--- src/logic/lpa_pkg.sv ---
// shared constants and carriers for the partner ability capture block
package lpa_pkg;

    // ****************************************************************
    // register indices (byte address is four times the index)
    // ****************************************************************
    localparam logic [7:0]  IDX_PARTNER_WORD = 8'h05;
    localparam logic [7:0]  IDX_CTRL         = 8'h10;
    localparam logic [7:0]  IDX_STATUS       = 8'h11;
    localparam int          ADDR_W           = 10;
    localparam int          WORD_W           = 16;

    // ****************************************************************
    // field positions, base view
    // ****************************************************************
    localparam int BIT_FURTHER_PAGE = 15;
    localparam int BIT_ACK          = 14;
    localparam int BIT_FAULT        = 13;
    localparam int BIT_RSVD         = 12;
    localparam int BIT_ASYM         = 11;
    localparam int BIT_PAUSE        = 10;
    localparam int SEL_MSB          = 4;

    // ****************************************************************
    // field positions, next page view
    // ****************************************************************
    localparam int BIT_MSG_PAGE     = 13;
    localparam int BIT_COMPLY       = 12;
    localparam int BIT_TOGGLE       = 11;
    localparam int CODE_MSB         = 10;

    // ****************************************************************
    // reset values and masks
    // ****************************************************************
    localparam logic [15:0] WORD_RST       = 16'h0000;
    localparam logic [15:0] BASE_MASK      = 16'hefff;
    localparam logic [15:0] NEXT_MASK      = 16'hffff;
    localparam logic        PAGE_EN_RST    = 1'b1;
    localparam int          CTRL_PAGE_EN   = 0;
    localparam int          CTRL_CLR_SEEN  = 1;
    localparam int          CNT_W          = 8;
    localparam logic [31:0] BUS_ZERO       = 32'h0000_0000;

    // one complete, validated link code word from the negotiation engine
    typedef struct packed {
        logic        valid;
        logic [15:0] word;
    } lcw_t;

    // decoded base page of the partner
    typedef struct packed {
        logic       further_page_request;
        logic       acknowledge;
        logic       partner_fault_flag;
        logic       reserved;
        logic       asymmetric_flow_control;
        logic       pause;
        logic       four_pair_100_ability;
        logic       fast_full_duplex_ability;
        logic       fast_half_duplex_ability;
        logic       slow_full_duplex_ability;
        logic       slow_half_duplex_ability;
        logic [4:0] selector;
    } base_fields_t;

    // decoded next page of the partner
    typedef struct packed {
        logic        further_page_request;
        logic        acknowledge;
        logic        message_page_flag;
        logic        comply_ability_flag;
        logic        toggle;
        logic [10:0] code;
    } next_fields_t;

endpackage

--- src/logic/lpa_capture.sv ---
// partner ability register bank with apb slave and next page view
//
// What this block does
// - read-only 16-bit partner ability word at index 0x05 on the bus
// - after successful negotiation with next pages enabled, next page replaces base view
// - base view bit 15 shows partner next page request, resets 0
// - bit 14 shows partner acknowledge, set only from received words, resets 0
// - bit 13 shows partner remote fault, resets 0
// - bit 12 of base view always reads 0, writes ignored
// - bit 11 shows partner asymmetric pause, resets 0
// - bit 10 shows partner symmetric pause, resets 0
// - bits 9..5 show partner technology abilities, reset 0
// - bits 4..0 hold partner selector as received, reset 0
// - next page view bits 13,12,11: message flag, comply flag, toggle
// - next page view bits 10..0 carry received page code
//
// Implementation choice: the APB register port.
`timescale 1ns/1ps
module lpa_capture
    import lpa_pkg::*;
#(
    parameter int CNT_WIDTH = CNT_W
) (
    // clock and reset
    input  wire logic                pclk,
    input  wire logic                presetn,
    // apb slave
    input  wire logic                psel,
    input  wire logic                penable,
    input  wire logic                pwrite,
    input  wire logic [ADDR_W-1:0]   paddr,
    input  wire logic [31:0]         pwdata,
    input  wire logic [3:0]          pstrb,
    output logic [31:0]              prdata,
    output logic                     pready,
    output logic                     pslverr,
    // negotiation engine
    input  wire lcw_t                rx_lcw,
    input  wire logic                an_complete,
    // decoded partner abilities
    output base_fields_t             base_fields,
    output next_fields_t             next_fields,
    output logic                     view_is_next
);

    // ****************************************************************
    // elaboration check
    // ****************************************************************
    if (CNT_WIDTH < 1 || CNT_WIDTH > 16) begin : g_bad_cnt
        $error("lpa_capture: page counter width must be 1 to 16");
    end

    // ****************************************************************
    // declarations
    // ****************************************************************
    logic [15:0]          base_word;
    logic [15:0]          next_word;
    logic                 load_base;
    logic                 load_next;
    logic                 page_enable_ff;
    logic                 view_next_ff;
    logic                 base_seen_ff;
    logic                 next_seen_ff;
    logic [CNT_WIDTH-1:0] page_cnt_ff;
    logic [31:0]          prdata_ff;
    logic                 pslverr_ff;
    logic [31:0]          nxt_prdata;
    logic                 nxt_pslverr;
    logic                 setup_phase;
    logic                 access_phase;
    logic                 wr_ctrl;
    logic                 clr_seen;
    logic [15:0]          view_word;
    logic [7:0]           idx;
    logic                 addr_aligned;

    // ****************************************************************
    // capture decisions
    // ****************************************************************
    // before completion every validated word is the partner base page
    assign load_base = rx_lcw.valid && !an_complete;
    // after completion words are next pages, but only if software allows
    assign load_next = rx_lcw.valid && an_complete && page_enable_ff;

    // base page holder, reserved bit forced low on the way in
    lpa_word_hold #(
        .W    (WORD_W),
        .MASK (BASE_MASK)
    ) u_base_hold (
        .pclk    (pclk),
        .presetn (presetn),
        .load    (load_base),
        .din     (rx_lcw.word),
        .dout    (base_word)
    );

    // next page holder, every bit carries partner data
    lpa_word_hold #(
        .W    (WORD_W),
        .MASK (NEXT_MASK)
    ) u_next_hold (
        .pclk    (pclk),
        .presetn (presetn),
        .load    (load_next),
        .din     (rx_lcw.word),
        .dout    (next_word)
    );

    // ****************************************************************
    // view selection
    // ****************************************************************
    // falls back to base when negotiation restarts, so a stale next page
    // never masks a fresh base page
    always_ff @(posedge pclk or negedge presetn) begin
        if (!presetn) begin
            view_next_ff <= 1'b0;
        end else if (!an_complete) begin
            view_next_ff <= 1'b0;
        end else if (load_next) begin
            view_next_ff <= 1'b1;
        end
    end

    assign view_word    = view_next_ff ? next_word : base_word;
    assign view_is_next = view_next_ff;

    // ****************************************************************
    // decoded field outputs
    // ****************************************************************
    // straight casts of the holders; the flops live in the holders
    assign base_fields = base_fields_t'(base_word);
    assign next_fields = next_fields_t'(next_word);

    // ****************************************************************
    // control register
    // ****************************************************************
    assign setup_phase  = psel && !penable;
    assign access_phase = psel && penable;
    assign idx          = paddr[ADDR_W-1:2];
    assign addr_aligned = (paddr[1:0] == 2'b00);
    assign wr_ctrl      = access_phase && pwrite && addr_aligned
                          && (idx == IDX_CTRL) && pstrb[0];
    // clear request is a one-cycle pulse, never stored
    assign clr_seen     = wr_ctrl && pwdata[CTRL_CLR_SEEN];

    // next page enable, written through byte lane 0
    always_ff @(posedge pclk or negedge presetn) begin
        if (!presetn) begin
            page_enable_ff <= PAGE_EN_RST;
        end else if (wr_ctrl) begin
            page_enable_ff <= pwdata[CTRL_PAGE_EN];
        end
    end

    // ****************************************************************
    // status flags
    // ****************************************************************
    // a page arriving in the clear cycle wins, so no arrival is lost
    always_ff @(posedge pclk or negedge presetn) begin
        if (!presetn) begin
            base_seen_ff <= 1'b0;
        end else if (load_base) begin
            base_seen_ff <= 1'b1;
        end else if (clr_seen) begin
            base_seen_ff <= 1'b0;
        end
    end

    // same policy for next pages
    always_ff @(posedge pclk or negedge presetn) begin
        if (!presetn) begin
            next_seen_ff <= 1'b0;
        end else if (load_next) begin
            next_seen_ff <= 1'b1;
        end else if (clr_seen) begin
            next_seen_ff <= 1'b0;
        end
    end

    // saturating next page counter; restarts with each negotiation
    always_ff @(posedge pclk or negedge presetn) begin
        if (!presetn) begin
            page_cnt_ff <= '0;
        end else if (load_base) begin
            page_cnt_ff <= '0;
        end else if (load_next && !(&page_cnt_ff)) begin
            page_cnt_ff <= page_cnt_ff + 1'b1;
        end
    end

    // ****************************************************************
    // read mux and error decode
    // ****************************************************************
    // sampled in setup so prdata comes from a flop with zero wait states
    always_comb begin
        nxt_prdata  = BUS_ZERO;
        nxt_pslverr = 1'b0;
        if (!addr_aligned) begin
            nxt_pslverr = 1'b1;
        end else begin
            case (idx)
                IDX_PARTNER_WORD: begin
                    nxt_prdata[15:0] = view_word;
                end
                IDX_CTRL: begin
                    nxt_prdata[CTRL_PAGE_EN] = page_enable_ff;
                end
                IDX_STATUS: begin
                    nxt_prdata[0]              = view_next_ff;
                    nxt_prdata[1]              = base_seen_ff;
                    nxt_prdata[2]              = next_seen_ff;
                    nxt_prdata[3]              = an_complete;
                    nxt_prdata[8 +: CNT_WIDTH] = page_cnt_ff;
                end
                default: begin
                    nxt_pslverr = 1'b1;
                end
            endcase
        end
    end

    // read data latch
    always_ff @(posedge pclk or negedge presetn) begin
        if (!presetn) begin
            prdata_ff <= BUS_ZERO;
        end else if (setup_phase) begin
            prdata_ff <= pwrite ? BUS_ZERO : nxt_prdata;
        end
    end

    // error latch; writes to the read-only word are quietly dropped
    always_ff @(posedge pclk or negedge presetn) begin
        if (!presetn) begin
            pslverr_ff <= 1'b0;
        end else if (setup_phase) begin
            pslverr_ff <= nxt_pslverr;
        end
    end

    assign prdata  = prdata_ff;
    assign pslverr = pslverr_ff && access_phase;
    assign pready  = 1'b1;

    // ****************************************************************
    // assertions
    // ****************************************************************
    property p_base_rsvd_zero;
        @(posedge pclk) disable iff (!presetn)
        base_word[BIT_RSVD] == 1'b0;
    endproperty
    a_base_rsvd_zero: assert property (p_base_rsvd_zero)
        else $error("reserved base bit not zero");

    property p_base_capture;
        @(posedge pclk) disable iff (!presetn)
        (rx_lcw.valid && !an_complete) |=> (base_word == ($past(rx_lcw.word) & BASE_MASK));
    endproperty
    a_base_capture: assert property (p_base_capture)
        else $error("base word not captured whole");

    property p_next_capture;
        @(posedge pclk) disable iff (!presetn)
        (rx_lcw.valid && an_complete && page_enable_ff)
            |=> (next_word == $past(rx_lcw.word)) && view_next_ff;
    endproperty
    a_next_capture: assert property (p_next_capture)
        else $error("next page not captured or view not switched");

    property p_no_page_when_off;
        @(posedge pclk) disable iff (!presetn)
        (!page_enable_ff && !view_next_ff) |=> !view_next_ff;
    endproperty
    a_no_page_when_off: assert property (p_no_page_when_off)
        else $error("next page view without enable");

    property p_base_hold;
        @(posedge pclk) disable iff (!presetn)
        !(rx_lcw.valid && !an_complete) |=> $stable(base_word);
    endproperty
    a_base_hold: assert property (p_base_hold)
        else $error("base word changed without a valid word");

    property p_next_hold;
        @(posedge pclk) disable iff (!presetn)
        !(rx_lcw.valid && an_complete) |=> $stable(next_word);
    endproperty
    a_next_hold: assert property (p_next_hold)
        else $error("next page word changed without a valid word");

    property p_read_word;
        @(posedge pclk) disable iff (!presetn)
        (setup_phase && !pwrite && paddr == {IDX_PARTNER_WORD, 2'b00})
            ##1 access_phase
            |-> prdata == {16'h0000, $past(view_word)} && !pslverr;
    endproperty
    a_read_word: assert property (p_read_word)
        else $error("partner word read returned wrong data");

    property p_view_base_idle;
        @(posedge pclk) disable iff (!presetn)
        !an_complete |=> !view_next_ff;
    endproperty
    a_view_base_idle: assert property (p_view_base_idle)
        else $error("next page view while negotiating");

    property p_unmapped_err;
        @(posedge pclk) disable iff (!presetn)
        (setup_phase && paddr[1:0] == 2'b00 && idx != IDX_PARTNER_WORD
            && idx != IDX_CTRL && idx != IDX_STATUS) ##1 access_phase |-> pslverr;
    endproperty
    a_unmapped_err: assert property (p_unmapped_err)
        else $error("unmapped access not flagged");

    // refused next pages must leave both the word and the view untouched
    property p_next_refused;
        @(posedge pclk) disable iff (!presetn)
        (rx_lcw.valid && an_complete && !page_enable_ff)
            |=> $stable(next_word) && $stable(view_next_ff);
    endproperty
    a_next_refused: assert property (p_next_refused)
        else $error("next page taken while disabled");

    // acknowledge only ever moves with a received base word
    property p_ack_from_word;
        @(posedge pclk) disable iff (!presetn)
        $changed(base_word[BIT_ACK]) |-> $past(load_base);
    endproperty
    a_ack_from_word: assert property (p_ack_from_word)
        else $error("acknowledge bit changed without a received word");

    property p_misaligned_err;
        @(posedge pclk) disable iff (!presetn)
        (setup_phase && paddr[1:0] != 2'b00) ##1 access_phase
            |-> pslverr && prdata == BUS_ZERO;
    endproperty
    a_misaligned_err: assert property (p_misaligned_err)
        else $error("misaligned access not refused");

    property p_rsvd_read_zero;
        @(posedge pclk) disable iff (!presetn)
        (setup_phase && !pwrite && !view_next_ff && idx == IDX_PARTNER_WORD)
            ##1 access_phase |-> prdata[BIT_RSVD] == 1'b0;
    endproperty
    a_rsvd_read_zero: assert property (p_rsvd_read_zero)
        else $error("reserved bit read back as one");

endmodule // lpa_capture

--- src/logic/lpa_word_hold.sv ---
// whole-word capture register with a fixed read-as-zero mask
`timescale 1ns/1ps
module lpa_word_hold
    import lpa_pkg::*;
#(
    parameter int          W    = 16,
    parameter logic [15:0] MASK = 16'hffff
) (
    // clock and reset
    input  wire logic         pclk,
    input  wire logic         presetn,
    // capture side
    input  wire logic         load,
    input  wire logic [W-1:0] din,
    // held word
    output logic [W-1:0]      dout
);

    // ****************************************************************
    // elaboration check
    // ****************************************************************
    if (W != WORD_W) begin : g_bad_width
        $error("lpa_word_hold: width must equal the link code word");
    end

    // ****************************************************************
    // capture
    // ****************************************************************
    // all bits load on one edge so a reader never sees a mixed word
    always_ff @(posedge pclk or negedge presetn) begin
        if (!presetn) begin
            dout <= WORD_RST[W-1:0];
        end else if (load) begin
            dout <= din & MASK[W-1:0];
        end
    end

endmodule // lpa_word_hold

--- config.mk ---
export PLATFORM = sky130hd
export DESIGN_NAME = lpa_capture
export DESIGN_NICKNAME = d
export VERILOG_FILES = /design/src/logic/lpa_pkg.sv /design/src/logic/lpa_capture.sv /design/src/logic/lpa_word_hold.sv
export SDC_FILE = /design/constraint.sdc
export NUM_CORES = 1
export LEC_CHECK = 0
export ABC_AREA = 1
export BUFFER_PORTS_ARGS = -buffer_cell sky130_fd_sc_hd__buf_2
export CAP_MARGIN = 20
export CORE_UTILIZATION = 40
export DETAILED_ROUTE_END_ITERATION = 10
export PLACE_DENSITY = 0.7
export SYNTH_ARGS = -nofsm -noshare
export SYNTH_HDL_FRONTEND = slang
export SYNTH_SLANG_ARGS = --single-unit
--- constraint.sdc ---
create_clock -name pclk -period 1.62 [get_ports pclk]
set_clock_uncertainty 0.15 [all_clocks]
set_input_delay 0.324 -clock pclk [delete_from_list [all_inputs] [get_ports pclk]]
set_output_delay 0.324 -clock pclk [all_outputs]
set_load 0.01 [all_outputs]
# --- Word level (Yosys, flattened, before mapping) ---
# Cells that the tools add are included.
op_classes:
  n_addsub: 1
  muxes: 16
  eq_ne: 4
  n_reduce_logical: 21
ops:
  columns: ["operator", "n"]
  rows:
  - ["$mux W16", 3]
  - ["$eq A8 B5 Y1 const B", 2]
  - ["$mux W8", 2]
  - ["$pmux W8 S2", 1]
  - ["$logic_and A1 B1 Y1", 12]
  - ["$add A8 B1 Y8 const B", 1]
  - ["$eq A8 B3 Y1 const B", 1]
  - ["$reduce_and A8 Y1", 1]
  - ["$mux W1", 7]
  - ["$pmux W3 S2", 1]
  - ["$reduce_bool A2 Y1", 3]
  - ["$mux W4", 1]
  - ["$logic_not A1 Y1", 3]
  - ["$pmux W1 S3", 1]
  - ["$reduce_or A3 Y1", 1]
  - ["$logic_not A2 Y1", 1]
  - ["$ne A2 B1 Y1 const B", 1]
totals:
  elab_cells: 51
  regBits: 76

# --- Longest topological paths before layout ---
logic_depth:
  word_depth: 8
  mapped_depth: 9
  mapped_depth_nobuf: 9

# --- Cells and area by module ---
# From an unflattened synthesis, not the netlist that was laid out.
hier_totals:
  cells_unflattened: 410
  hier_area_um2: 3183.1
by_module_without_submodules:
  columns: ["mod", "n_inst", "cells_each", "area_each_um2"]
  rows:
  - ["lpa_capture", 1, 276, 1919.3]
  - ["lpa_word_hold (u_next_hold)", 1, 68, 644.4]
  - ["lpa_word_hold (u_base_hold)", 1, 66, 619.3]

# --- Worst setup path after synthesis ---
# No wires, ideal clock.
synth_path:
  path_kind: "register -> register"
  from: "register page_cnt_ff[0]"
  to: "register page_cnt_ff[6]"
  setup_time_ns: 0.118
  path_buffers: 0
  path_slack_ns: 0.222
  required_time_ns: 1.352
  stages_incl_launch_ff: 8
  arrival_time_ns: 1.130
  path_cell_list: "dfrtp_1 -> ha_1 -> nand2_1 -> nor2_4 -> a21oi_2 -> nand2_1 -> nand2_1 -> nor2_1"
synth_between:
  elab_chain_cells: 4
  elab_cells_between_ends: 7
  classes_between: "1 x add/sub; 2 x mux; 4 x reduce/logical"
synth_lines:
  columns: ["item", "line", "text"]
  rows:
  - ["start: declaration", "lpa_capture.sv:64", "logic [CNT_WIDTH-1:0] page_cnt_ff;"]
  - ["start signal: assignment", "lpa_capture.sv:187", "page_cnt_ff <= page_cnt_ff + 1'b1;"]
  - ["branches (longest 4 deep; another with $add A8 B1 Y8)", null, null]
# Parallel ways; which one is timed is not known. The select of a mux whose other input is x is not followed.
# A chain may end at the register's enable or synchronous reset.

# --- Final worst setup path ---
layout_path:
  from: "register view_next_ff, in the netlist view_is_next"
  to: "output view_is_next"
layout_rtl:
  columns: ["item", "line", "text"]
  rows:
  - ["start: declaration", "lpa_capture.sv:61", "logic view_next_ff;"]
  - ["start signal: assignment", "lpa_capture.sv:116", "view_next_ff <= 1'b0;"]
  - ["start signal: assignment", "lpa_capture.sv:118", "view_next_ff <= 1'b0;"]
  - ["start signal: assignment", "lpa_capture.sv:120", "view_next_ff <= 1'b1;"]
  - ["end: declaration", "lpa_capture.sv:43", "output logic view_is_next"]
# No word-level cell between the ends.

==> flow_summary.yaml <==
worst_setup_path:
  worst-endpoint-required_ns: 1.15
  max_stage_delay_ns: 0.43
  end_kind: "output port"
  worstSetupPathType: "reg2out"
  crit_path_start_kind: "flop"
  crit_chain: "buf_4, buf_2"
  reg2reg_slack_ns: 0.12
  path_max_fanout: 5
  cp_top_family: "flip-flops"
  cp.arrival_ns: 1.07
  worst-path-buf-inv: 2
  crit_slowest_cell: "dfrtp_2"
synthesis:
  syn-cell-area_mm2: 0.00300
  syn_inst: 382
  synth_top_area_share: 0.493
  syn-mean-instance-area_um2: 7.84
  ys_ff_latch: 60
  synthFlopType: "dfrtp_1"
  synth_edf_count: 0
  synthTopCellsByArea: "dfrtp_1 (49%), nand2_1 (18%), o21ai_0 (6.2%)"
  synth_warnings: 0
  yosysSeqAreaShare: 0.502
  ys_async_sr_fraction: 1.00
  synth.distinct_cells: 27
  synth_top_area_cell: "dfrtp_1"
sta:
  hold_violations: 0
  slew_violations: 0
  finalWorstSetupSlack_ns: 0.0788
  setup_tns_ns: 0
  fmax_ghz: 0.649
  rsz0062_at_grt: "false"
  fin_crit_sh: 0.951
  whs_ns: 0.0325
  layout_min_cycle_time_ns: 1.54
  setup_viol: 0
global_routing:
  antenna_found_initial: 0
  overflow: 0
  grt_pass1_vias: 2348
  grt_pass1_wl_mm: 11.2
  grt_max_degree: 61
  grt_use_total: 0.191
finish:
  drive_above_1_share: 0.283
  instances_no_fill: 586
  final_common_cell: "nand2_1"
  fin_area_mm2: 0.00376
  nNetsFinal: 552
  final_util: 0.518
  syn_to_final_growth_pct: 25.5
  final_cell_mix: "nand2_1 (145), buf_2 (84), dfrtp_1 (58)"
  n_antenna_cell: 0
  n_fill_cell: 698
min_path:
  hp-class: "in2reg"
floorplan:
  die_h_um: 88.5
  core_area_mm2: 0.00725
  pin_count: 136
  start_util: 0.413
  design.die.area_mm2: 0.00784
  die_x_um: 88.5
  row_count: 31
placed_design:
  hpwlAfterDp_mm: 5.08
  place_inst: 566
  gp_congestion: 0.776
  pre_cts_ws_ns: 0.0324
  numPortBuffers: 84
  dpl_cell_area_mm2: 0.00353
power_and_ir_drop:
  totalPowerFinal_mw: 3.25
  p_leak_nw: 2.12
  ir_drop_mv: 0.436
  power.density_mw_per_mm2: 866
flow_run:
  cap_violations: 0
cts:
  cts_root_buf: "clkbuf_8"
  cts.sinks: 60
  insertion_delay_ns: 0.34
  cts.clk_slew.worst_paths_ns: 0.07
  htree_num_levels: 3
  cts_tree: "yes"
  cts_buffers: 9
  cts_max_path_buffers: 2
drt:
  via_per_inst: 4.56
  routed_wl_mm: 6.90
  firstDrtPassIters: 4
  final_antenna_net_count: 0
  drc: 0
  wire_per_inst_um: 11.8
  route.vias.total: 2674
  drt_iter0_drc: 158
status:
  status: "completed"
-- flip-flops by register name (all words and copies together) (netlist names) --
name	count
page_enable_ff	1
u_next_hold.dout	16
u_base_hold.dout	15
base_seen_ff	1
page_cnt_ff	8
next_seen_ff	1
pslverr_ff	1
view_is_next	1
prdata	16
-- synthesized netlist by cell type (3+ instances only) --
cell type / n
a21oi_1: 3
buf_2: 3
nand3_1: 26
nor2_4: 4
nand4_1: 3
buf_4: 18
dfrtp_1: 59
o21ai_0: 37
nand2_2: 3
mux2i_1: 4
inv_1: 36
inv_2: 5
clkbuf_1: 6
nand2_1: 145
nor2_1: 13
o21ai_1: 3
-- worst paths after layout --
path | cells after the start | to | startpoint
worst max-delay path | 2 | view_is_next | view_is_next
worst min-delay path | 3 | u_next_hold.dout[12] | rx_lcw[12]
worst max register to register | 7 | page_cnt_ff[6] | page_cnt_ff[0]
worst min register to register | 2 | base_seen_ff | base_seen_ff
max in group asynchronous | 3 | page_enable_ff | presetn
min in group asynchronous | 3 | prdata[10] | presetn
-- power by group --
group          leakage [nW]  switching, mW  internal [mW]
logic                  1.23          0.206          0.126
registers             0.798         0.0402           1.55
clock network        0.0841          0.620          0.713
-- per-layer routing --
layer / share of wire / vias up / routed length [um] / track usage
li1: - / 1355 / - / -
met1: 0.49 / 1217 / 3400 / 0.266
met2: 0.44 / 87 / 3020 / 0.285
met3: 0.043 / 15 / 297 / 0.0373
met4: 0.027 / 0 / 183 / 0.0938
met5: 0 / - / 0 / 0
-- kinds of logic (layout without fill, tap and decap cells) --
group	after synthesis	after routing	share of synthesized area
other	2	18	0.00251
AND/OR/NAND/NOR	201	201	0.289
flip-flops	60	60	0.502
multiplexers	4	4	0.0134
buffers and inverters	70	159	0.114
adder cells (fa/ha/maj)	1	1	0.00418
AO/OA/AOI/OAI	44	44	0.0748
-- layout make-up --
class                      instances  area [um^2]  area share
clock buffer                       9          124      0.0329
sequential                        60         1500       0.400
timing repair buffer             101          563       0.150
clock inverter                     7         76.3      0.0203
inverter                          42          158      0.0419
multi-input combinational        268         1210       0.322
tap                               99          124      0.0329
-- tightest hold or removal path, delay by kind of cell --
| family | cells | cell delay [ns] |
|---|---|---|
| simple gates | 2 | 0.08 |
| buf+inv | 1 | 0.08 |
-- timing repair --
action / in CTS / in global routing
endpoints found under the hold margin: 59 / 0
hold buffers: 1 / 0
buffers inserted: 0 / 3
setup endpoints to repair: 1 / 7
gates resized for setup: 1 / 0
(Power assumes the default switching activity.)
